## src/common/rct_pkg.sv

```systemverilog
// Constants for the reload/capture timer: register offsets, field positions,
// reset values and divider counts.
// Assumes a classic Wishbone slave with 32-bit data and byte addresses.
// Function
// - 16-bit mode with capture off reloads on FFFF wrap, sets high flag
// - Full overflow interrupts when timer interrupt enabled and capture off
// - Low-byte wrap interrupts too when low enable set
// - Split mode: two 8-bit reload timers
// - Split: run gates high byte only
// - Per-byte clock choose, shared alternate selector
// - Comparator and external clock synchronized first
// - Split: each byte wrap sets own flag
// - Split: interrupt on high, or either with enable
// - Flags never cleared by hardware
// - Capture on comparator rise or eight external cycles
// - Capture copies count to reload, sets flag
package rct_pkg;

  // Register byte offsets (word aligned)
  localparam logic [4:0] OFS_CTRL   = 5'h00;  // Timer control register
  localparam logic [4:0] OFS_CLKSEL = 5'h04;  // Clock choice register
  localparam logic [4:0] OFS_RLL    = 5'h08;  // Reload low byte
  localparam logic [4:0] OFS_RLH    = 5'h0C;  // Reload high byte
  localparam logic [4:0] OFS_CNTL   = 5'h10;  // Count low byte
  localparam logic [4:0] OFS_CNTH   = 5'h14;  // Count high byte
  localparam logic [4:0] OFS_IRQEN  = 5'h18;  // Extended interrupt enable

  // Control register field positions
  localparam int CTRL_HI_FLAG = 7;
  localparam int CTRL_LO_FLAG = 6;
  localparam int CTRL_LO_IEN  = 5;
  localparam int CTRL_CAP_EN  = 4;
  localparam int CTRL_SPLIT   = 3;
  localparam int CTRL_RUN     = 2;
  localparam int CTRL_XCLK_HI = 1;
  localparam int CTRL_XCLK_LO = 0;

  // Clock choice register field positions
  localparam int CLK_HIGH_CHOOSE = 1;
  localparam int CLK_LOW_CHOOSE  = 0;

  // Interrupt enable register field position
  localparam int IRQEN_TIMER = 0;

  // Alternate selector encodings
  localparam logic [1:0] XCLK_DIV12 = 2'h0;
  localparam logic [1:0] XCLK_COMP  = 2'h1;
  localparam logic [1:0] XCLK_RSVD  = 2'h2;
  localparam logic [1:0] XCLK_EXT8  = 2'h3;

  // Reset values
  localparam logic [7:0]  RST_BYTE = 8'h00;
  localparam logic [31:0] RST_WORD = 32'h0000_0000;

  // Divider counts
  localparam int          CORE_DIV    = 12;      // Core clock divided by 12
  localparam logic [3:0]  CORE_DIV_LAST = 4'hB;  // Last divider state
  localparam logic [2:0]  EXT_DIV_LAST  = 3'h7;  // Eighth external edge

  // Wrap values
  localparam logic [7:0]  BYTE_MAX = 8'hFF;
  localparam logic [15:0] WORD_MAX = 16'hFFFF;

endpackage

```

## src/design/rct_timer.sv

```systemverilog
// Reload/capture timer with a classic Wishbone register slave.
// Assumes comparator_i and ext_osc_i are synchronous-safe level inputs that
// are resynchronized here; one clock clk_i, synchronous active-high reset.
`timescale 1ns/1ps
module rct_timer (
  input  wire logic        clk_i,
  input  wire logic        rst_i,
  input  wire logic        wb_cyc_i,
  input  wire logic        wb_stb_i,
  input  wire logic        wb_we_i,
  input  wire logic [4:0]  wb_adr_i,
  input  wire logic [3:0]  wb_sel_i,
  input  wire logic [31:0] wb_dat_i,
  output logic      [31:0] wb_dat_o,
  output logic             wb_ack_o,
  input  wire logic        comparator_i,
  input  wire logic        ext_osc_i,
  output logic             irq_o
);

  // Byte at its top value, used for both byte timers
  function automatic logic at_max(input logic [7:0] v);
    return v == rct_pkg::BYTE_MAX;
  endfunction

  // Alternate clock source pick, shared by both bytes
  function automatic logic alt_pick(input logic [1:0] sel, input logic d12,
                                    input logic cmp, input logic e8);
    unique case (sel)
      rct_pkg::XCLK_DIV12: return d12;
      rct_pkg::XCLK_COMP:  return cmp;
      rct_pkg::XCLK_EXT8:  return e8;
      default:             return 1'b0;  // Reserved code never ticks
    endcase
  endfunction

  // Software-visible state
  logic       hi_flag;          // High overflow flag
  logic       lo_flag;          // Low overflow flag
  logic       low_byte_irq_enable;
  logic       capture_enable;
  logic       split_mode_select;
  logic       run_control;
  logic [1:0] alternate_clock_selector;
  logic       high_byte_clock_choose;
  logic       low_byte_clock_choose;
  logic       timer_irq_enable; // Timer bit of extended enable register
  logic [7:0] reload_low_byte;
  logic [7:0] reload_high_byte;
  logic [7:0] count_low_byte;
  logic [7:0] count_high_byte;

  // Synchronizers and dividers
  logic       comp_s1;          // First stage, read only by comp_s2
  logic       comp_s2;
  logic       comp_s3;          // Delayed copy for edge detect
  logic       ext_s1;           // First stage, read only by ext_s2
  logic       ext_s2;
  logic       ext_s3;
  logic [2:0] ext_cnt;          // External edge counter
  logic [3:0] div12_cnt;        // Core clock divider

  // Ticks and strobes
  logic       comp_rise;
  logic       ext_rise;
  logic       ext8_tick;
  logic       div12_tick;
  logic       alt_tick;
  logic       low_tick;
  logic       high_tick;
  logic       cap_evt;
  logic       bus_req;
  logic       wr;
  logic [15:0] count_word;

  assign bus_req    = wb_cyc_i & wb_stb_i;
  // Write lands on the edge where the master sees ack
  assign wr         = bus_req & wb_we_i & wb_ack_o & wb_sel_i[0];
  assign count_word = {count_high_byte, count_low_byte};

  // Resynchronize the asynchronous sources before use
  always_ff @(posedge clk_i) begin
    if (rst_i) begin
      comp_s1 <= 1'b0;
      comp_s2 <= 1'b0;
      comp_s3 <= 1'b0;
      ext_s1  <= 1'b0;
      ext_s2  <= 1'b0;
      ext_s3  <= 1'b0;
    end else begin
      comp_s1 <= comparator_i;
      comp_s2 <= comp_s1;
      comp_s3 <= comp_s2;
      ext_s1  <= ext_osc_i;
      ext_s2  <= ext_s1;
      ext_s3  <= ext_s2;
    end
  end

  assign comp_rise = comp_s2 & ~comp_s3;
  assign ext_rise  = ext_s2 & ~ext_s3;
  assign ext8_tick = ext_rise & (ext_cnt == rct_pkg::EXT_DIV_LAST);
  assign div12_tick = (div12_cnt == rct_pkg::CORE_DIV_LAST);

  // External clock divided by eight
  always_ff @(posedge clk_i) begin
    if (rst_i) begin
      ext_cnt <= 3'h0;
    end else if (ext_rise) begin
      ext_cnt <= ext_cnt + 3'h1;  // Wraps naturally after eight edges
    end
  end

  // Core clock divided by twelve, free running
  always_ff @(posedge clk_i) begin
    if (rst_i) begin
      div12_cnt <= 4'h0;
    end else if (div12_tick) begin
      div12_cnt <= 4'h0;
    end else begin
      div12_cnt <= div12_cnt + 4'h1;
    end
  end

  // Per-byte clock enables from the choose bits
  assign alt_tick  = alt_pick(alternate_clock_selector, div12_tick, comp_rise, ext8_tick);
  assign low_tick  = low_byte_clock_choose  ? 1'b1 : alt_tick;
  assign high_tick = high_byte_clock_choose ? 1'b1 : alt_tick;

  // Capture trigger: selector bit 1 picks external / 8, else comparator rise
  assign cap_evt = capture_enable &
                   (alternate_clock_selector[1] ? ext8_tick : comp_rise);

  // Control fields other than the flags
  always_ff @(posedge clk_i) begin
    if (rst_i) begin
      low_byte_irq_enable      <= 1'b0;
      capture_enable           <= 1'b0;
      split_mode_select        <= 1'b0;
      run_control              <= 1'b0;
      alternate_clock_selector <= rct_pkg::XCLK_DIV12;
      high_byte_clock_choose   <= 1'b0;
      low_byte_clock_choose    <= 1'b0;
      timer_irq_enable         <= 1'b0;
    end else if (wr) begin
      unique case (wb_adr_i)
        rct_pkg::OFS_CTRL: begin
          low_byte_irq_enable      <= wb_dat_i[rct_pkg::CTRL_LO_IEN];
          capture_enable           <= wb_dat_i[rct_pkg::CTRL_CAP_EN];
          split_mode_select        <= wb_dat_i[rct_pkg::CTRL_SPLIT];
          run_control              <= wb_dat_i[rct_pkg::CTRL_RUN];
          alternate_clock_selector <= wb_dat_i[rct_pkg::CTRL_XCLK_HI:rct_pkg::CTRL_XCLK_LO];
        end
        rct_pkg::OFS_CLKSEL: begin
          high_byte_clock_choose <= wb_dat_i[rct_pkg::CLK_HIGH_CHOOSE];
          low_byte_clock_choose  <= wb_dat_i[rct_pkg::CLK_LOW_CHOOSE];
        end
        rct_pkg::OFS_IRQEN: begin
          timer_irq_enable <= wb_dat_i[rct_pkg::IRQEN_TIMER];
        end
        default: begin
          // Other offsets leave the control fields alone
        end
      endcase
    end
  end

  // Counter, reload and flag machinery
  logic [7:0] next_cnt_l;
  logic [7:0] next_cnt_h;
  logic [7:0] next_rl_l;
  logic [7:0] next_rl_h;
  logic       set_hi;
  logic       set_lo;
  logic       wr_ctrl;

  always_comb begin
    next_cnt_l = count_low_byte;
    next_cnt_h = count_high_byte;
    next_rl_l  = reload_low_byte;
    next_rl_h  = reload_high_byte;
    set_hi     = 1'b0;
    set_lo     = 1'b0;
    if (split_mode_select && !capture_enable) begin
      // Low byte runs without run control while split is on and capture is off
      if (low_tick) begin
        if (at_max(count_low_byte)) begin
          next_cnt_l = reload_low_byte;
          set_lo     = 1'b1;
        end else begin
          next_cnt_l = count_low_byte + 8'h01;
        end
      end
      // High byte gated by run control
      if (run_control && high_tick) begin
        if (at_max(count_high_byte)) begin
          next_cnt_h = reload_high_byte;
          set_hi     = 1'b1;
        end else begin
          next_cnt_h = count_high_byte + 8'h01;
        end
      end
    end else if (run_control && low_tick) begin
      // Full 16-bit count on the low-byte clock
      set_lo = at_max(count_low_byte);  // Low wrap flagged in any mode
      if (count_word == rct_pkg::WORD_MAX && !capture_enable) begin
        next_cnt_l = reload_low_byte;
        next_cnt_h = reload_high_byte;
        set_hi     = 1'b1;
      end else begin
        {next_cnt_h, next_cnt_l} = count_word + 16'h0001;
      end
    end
    // Software writes to the count win over counting
    if (wr && wb_adr_i == rct_pkg::OFS_CNTL) begin
      next_cnt_l = wb_dat_i[7:0];
    end
    if (wr && wb_adr_i == rct_pkg::OFS_CNTH) begin
      next_cnt_h = wb_dat_i[7:0];
    end
    if (wr && wb_adr_i == rct_pkg::OFS_RLL) begin
      next_rl_l = wb_dat_i[7:0];
    end
    if (wr && wb_adr_i == rct_pkg::OFS_RLH) begin
      next_rl_h = wb_dat_i[7:0];
    end
    // A capture beats a same-cycle reload write: the measurement matters
    if (cap_evt && !split_mode_select) begin
      next_rl_l = count_low_byte;
      next_rl_h = count_high_byte;
      set_hi    = 1'b1;
    end
  end

  assign wr_ctrl = wr && (wb_adr_i == rct_pkg::OFS_CTRL);

  // Count and reload storage
  always_ff @(posedge clk_i) begin
    if (rst_i) begin
      count_low_byte   <= rct_pkg::RST_BYTE;
      count_high_byte  <= rct_pkg::RST_BYTE;
      reload_low_byte  <= rct_pkg::RST_BYTE;
      reload_high_byte <= rct_pkg::RST_BYTE;
    end else begin
      count_low_byte   <= next_cnt_l;
      count_high_byte  <= next_cnt_h;
      reload_low_byte  <= next_rl_l;
      reload_high_byte <= next_rl_h;
    end
  end

  // Sticky flags: hardware only sets, a set beats a software clear
  always_ff @(posedge clk_i) begin
    if (rst_i) begin
      hi_flag <= 1'b0;
      lo_flag <= 1'b0;
    end else begin
      hi_flag <= set_hi | (wr_ctrl ? wb_dat_i[rct_pkg::CTRL_HI_FLAG] : hi_flag);
      lo_flag <= set_lo | (wr_ctrl ? wb_dat_i[rct_pkg::CTRL_LO_FLAG] : lo_flag);
    end
  end

  // Interrupt request, level while a qualifying flag is up
  always_ff @(posedge clk_i) begin
    if (rst_i) begin
      irq_o <= 1'b0;
    end else begin
      irq_o <= timer_irq_enable & (hi_flag | (low_byte_irq_enable & lo_flag));
    end
  end

  // Bus slave: one wait state, ack drops the cycle after it rose
  always_ff @(posedge clk_i) begin
    if (rst_i) begin
      wb_ack_o <= 1'b0;
      wb_dat_o <= rct_pkg::RST_WORD;
    end else begin
      wb_ack_o <= bus_req & ~wb_ack_o;
      unique case (wb_adr_i)
        rct_pkg::OFS_CTRL:   wb_dat_o <= {24'h00_0000, hi_flag, lo_flag,
                                          low_byte_irq_enable, capture_enable,
                                          split_mode_select, run_control,
                                          alternate_clock_selector};
        rct_pkg::OFS_CLKSEL: wb_dat_o <= {30'h0000_0000, high_byte_clock_choose,
                                          low_byte_clock_choose};
        rct_pkg::OFS_RLL:    wb_dat_o <= {24'h00_0000, reload_low_byte};
        rct_pkg::OFS_RLH:    wb_dat_o <= {24'h00_0000, reload_high_byte};
        rct_pkg::OFS_CNTL:   wb_dat_o <= {24'h00_0000, count_low_byte};
        rct_pkg::OFS_CNTH:   wb_dat_o <= {24'h00_0000, count_high_byte};
        rct_pkg::OFS_IRQEN:  wb_dat_o <= {31'h0000_0000, timer_irq_enable};
        default:             wb_dat_o <= rct_pkg::RST_WORD;  // Unmapped reads zero
      endcase
    end
  end

  // Checks on the counting, flag and interrupt behaviour
  logic quiet;  // No software write this cycle
  assign quiet = ~wr;
endmodule

```

## config.mk

```make
export PLATFORM = sky130hd
export DESIGN_NAME = rct_timer
export DESIGN_NICKNAME = d
export VERILOG_FILES = /design/src/common/rct_pkg.sv /design/src/design/rct_timer.sv
export SDC_FILE = /design/constraint.sdc
export NUM_CORES = 1
export LEC_CHECK = 0
export BUFFER_PORTS_ARGS = -buffer_cell sky130_fd_sc_hd__buf_2
export CORE_MARGIN = 2
export CORE_UTILIZATION = 50
export DETAILED_ROUTE_END_ITERATION = 16
export PLACE_DENSITY_LB_ADDON = 0.2
export SYNTH_ARGS = -nofsm -noshare
export SYNTH_HDL_FRONTEND = slang
export SYNTH_SLANG_ARGS = --single-unit
```

## constraint.sdc

```tcl
create_clock -name clk_i -period 2.5 [get_ports clk_i]
set_clock_uncertainty 0.15 [all_clocks]
set_input_delay 0.125 -clock clk_i [delete_from_list [all_inputs] [get_ports clk_i]]
set_output_delay 0.125 -clock clk_i [all_outputs]
set_load 0.01 [all_outputs]
```

==> metrics.md <==
| Metric | Value |
|---|---|
| Asr flop ratio synth | 0 |
| Placed cell area | 4250 µm² |
| WHS | 0.09686 ns |
| Global-route wire length before repair | 18510 µm |
| # rows | 32 |
| Die Area | 8786 µm² |
| TNS Setup | 0 ns |
| Highest-count cells in the layout ignoring fill and taps | dfxtp_1, nand2_1, a21oi_1 |
| Worst Path Required | 2.59 ns |
| Max frequency | 430.9 MHz |
| CP Buf/Inv Count | 0 |
| Synthesis-to-finish area growth | 13.86% |
| Uppermost layer routed | met4 |
| Post-Place Cells | 626 |
| Worst R2R Path Depth | 8 |
| CTS root buf | clkbuf_8 |
| FF-to-FF End | count_low_byte[2] |
| Placer Congestion | 0.9287 |
| Grt ovf | 0 |
| DRT met1 WL | 4844 µm |
| Nets | 601 |
| Detailed Routing Iterations Pass 1 | 7 |
| I/O pin count | 82 |
| Commonest register cell after synthesis | dfxtp_1 |
| Routed vias/inst | 6.044 |
| Final non-filler cell total | 655 |
| Distinct cells, synth | 67 |
| Critical Path, Cell by Cell | ha_1, ha_1, and4b_4, o21a_4, o32a_4, nand2_1, a211oi_1, a2111oi_2 |
| Largest net degree at the start of global routing | 35 |
| Max VDD drop | 0.3911 mV |
| CTS tree | done |
| Layout cells sized above 1 | 0.1790 |
| Top delay family on crit path | compound AO/OA/AOI/OAI gates |
| CP Capture Type | flop |
| Tcrit/Tclk final | 0.9284 |
| H-tree levels | 3 |
| Slew Viols, Final | 0 |
| Run status | finished clean |
| Most frequent CP cell | ha_1 |
| Via count | 3959 |
| Routed wl met3 | 896 µm |
| Seq/Total Area, Yosys | 0.3282 |
| Setup ws final | 0.1791 ns |
| Worst Path Arrival | 2.41 ns |
| Number of remaining DRC errors | 0 |
| Resize count post-CTS | 0 |
| Clock tree buffer depth | 2 |
| RSZ-0062 raised after global routing | no |
| Largest stage delay on the critical path | 0.45 ns |
| I/O Buffers | 30 |
| Final min period | 2.321 ns |
| Number of CTS-inserted buffers | 9 |
| Initial antenna violation count | 0 |
| Clk sinks | 66 |
| HPWL Detailed | 8111 µm |
| Cell area after layout | 4584 µm² |
| Initial Utilization | 0.5184 |
| Synthesized instance count | 502 |
| Number of fill cells | 731 |
| Post-route ant nets | 0 |
| Hold endpoint | timer_irq_enable |
| Clock latency on the worst-skew pair | 0.35 ns |
| Final setup fails | 0 |
| GR Util All Layers | 0.2703 |
| Count of state elements after synthesis | 66 |
| Core Area | 7767 µm² |
| Worst hold path class | primary input to flop |
| Avg WL per Cell | 17.37 µm |
| Syn avg cell area | 8.021 µm² |
| Power Density | 466.5 nW/µm² |
| Max cap viols | 0 |
| Diode count | 0 |
| Reg-to-reg startpoint | ext_cnt[0] |
| CP max FO | 15 |
| Hold Vio Cnt, Final | 0 |
| Die H | 93.74 µm |
| Synth Warn # | 0 |
| Placement Setup Slack | 0.2006 ns |
| WL met2 | 5444 µm |
| Slew HR | 0.5747 |
| Critical path origin | ext_cnt[0] |
| CP Class | flop to flop |
| Startpoint types | flop |
| WHS Path Cells | 5 |
| Drt first-iter violations | 315 |
| Die width | 93.74 µm |
| Worst slew pin tran | 0.6379 ns |
| Clock slew at reported path FFs | 0.07 ns |
| WL final | 11380 µm |
| Netlist Area Pre-Place | 4026 µm² |
| Lkg Pwr | 1.709 nW |
| HP Start | wb_adr_i[0] |
| # Post-CTS Setup Buffers | 0 |
| Commonest non-fill, non-tap cell in the layout | dfxtp_1 |
| FF-to-FF setup slack | 0.18 ns |
| Crit-path slowest cell | o32a_4 |
| Vias in the first global route | 3780 |
| Post-synth EDFFs | 0 |
==> metrics by stage <==
stage | total power, mW | utilization
floorplan | 1.184 | -
global placement | 1.196 | 0.5472
detailed placement | 1.198 | 0.5472
CTS | 2.149 | 0.5902
global route | 2.209 | 0.5902
finish | 2.138 | 0.5902
==> synthesized netlist by cell type, types with 4 or more instances <==
cell	n	area [µm²]
xnor2_1	6	52.55
a31oi_1	10	62.56
and4_1	4	35.03
nand4_1	9	56.30
inv_1	6	22.52
buf_2	12	60.06
a22oi_1	14	105.1
a211oi_1	6	45.04
nor2b_1	10	62.56
nand3_1	30	150.1
mux2i_1	13	130.1
buf_4	29	217.7
nor3_1	14	70.07
a21oi_1	53	265.3
nand3b_1	5	37.54
ha_1	5	62.56
and3_1	6	37.54
nand2_1	53	198.9
nor3b_1	4	30.03
nor2_1	40	150.1
dfxtp_1	66	1321
o21ai_0	11	55.05
and2_1	9	56.30
xor2_1	4	35.03
clkbuf_1	16	60.06
==> worst max-delay path by stage <==
stage	to	cells past startpoint
2_1_floorplan	count_low_byte[3]	8
5_1_grt	count_low_byte[3]	8
3_3_place_gp	count_high_byte[2]	7
4_1_cts	count_low_byte[2]	8
3_5_place_dp	count_low_byte[2]	8
6_report	count_low_byte[2]	8
==> kinds of logic (layout without fill, tap and decap cells) <==
logic type,count (synthesis),after routing,synth area share
flip-flops,66,66,0.3282
multiplexers,17,17,0.04723
adder cells (fa/ha/maj),5,5,0.01554
XOR/XNOR,10,10,0.02175
AND/OR/NAND/NOR,200,200,0.2557
buffers and inverters,70,98,0.1019
other,1,24,0.0009314
AO/OA/AOI/OAI,133,133,0.2287
==> state kept, by name (all words and copies together) (netlist names), 2 cells and up <==
name,count
count_high_byte,8
count_low_byte,8
reload_high_byte,8
reload_low_byte,8
wb_dat_o,8
div12_cnt,4
ext_cnt,3
alternate_clock_selector,2
==> tightest hold or removal path: stages <==
cell     delay [ns]
buf_2          0.12
nor3b_2        0.06
nand3_1        0.10
mux2i_1        0.08
nor2_1         0.07
==> metal layers <==
layer,global-route usage,vias to the layer above
met5,0,-
met4,0.08937,0
met3,0.05457,26
met2,0.4440,190
met1,0.3549,1886
li1,-,1857
==> cell type report <==
class / instances / area, µm² / area share
Inverter: 6 / 22.52 / 0.004913
Clock buffer: 11 / 151.4 / 0.03302
Sequential cell: 66 / 1321 / 0.2882
Tap cell: 102 / 127.6 / 0.02784
Multi-Input combinational cell: 389 / 2381 / 0.5194
Clock inverter: 5 / 52.55 / 0.01146
Timing Repair Buffer: 76 / 528.0 / 0.1152
==> where the power goes <==
part	leakage [nW]	switching [mW]	internal, mW	total, mW
Clock	0.105	0.438	0.510	0.948
Sequential	0.533	0.00562	1.06	1.07
Combinational	1.07	0.0790	0.0456	0.125
==> timing repair <==
action | CTS | global route
endpoints found under the setup margin | 0 | 0
endpoints found under the hold margin | 21 | 0
hold buffers | 13 | 0
Power figures use the tool's default switching activity.
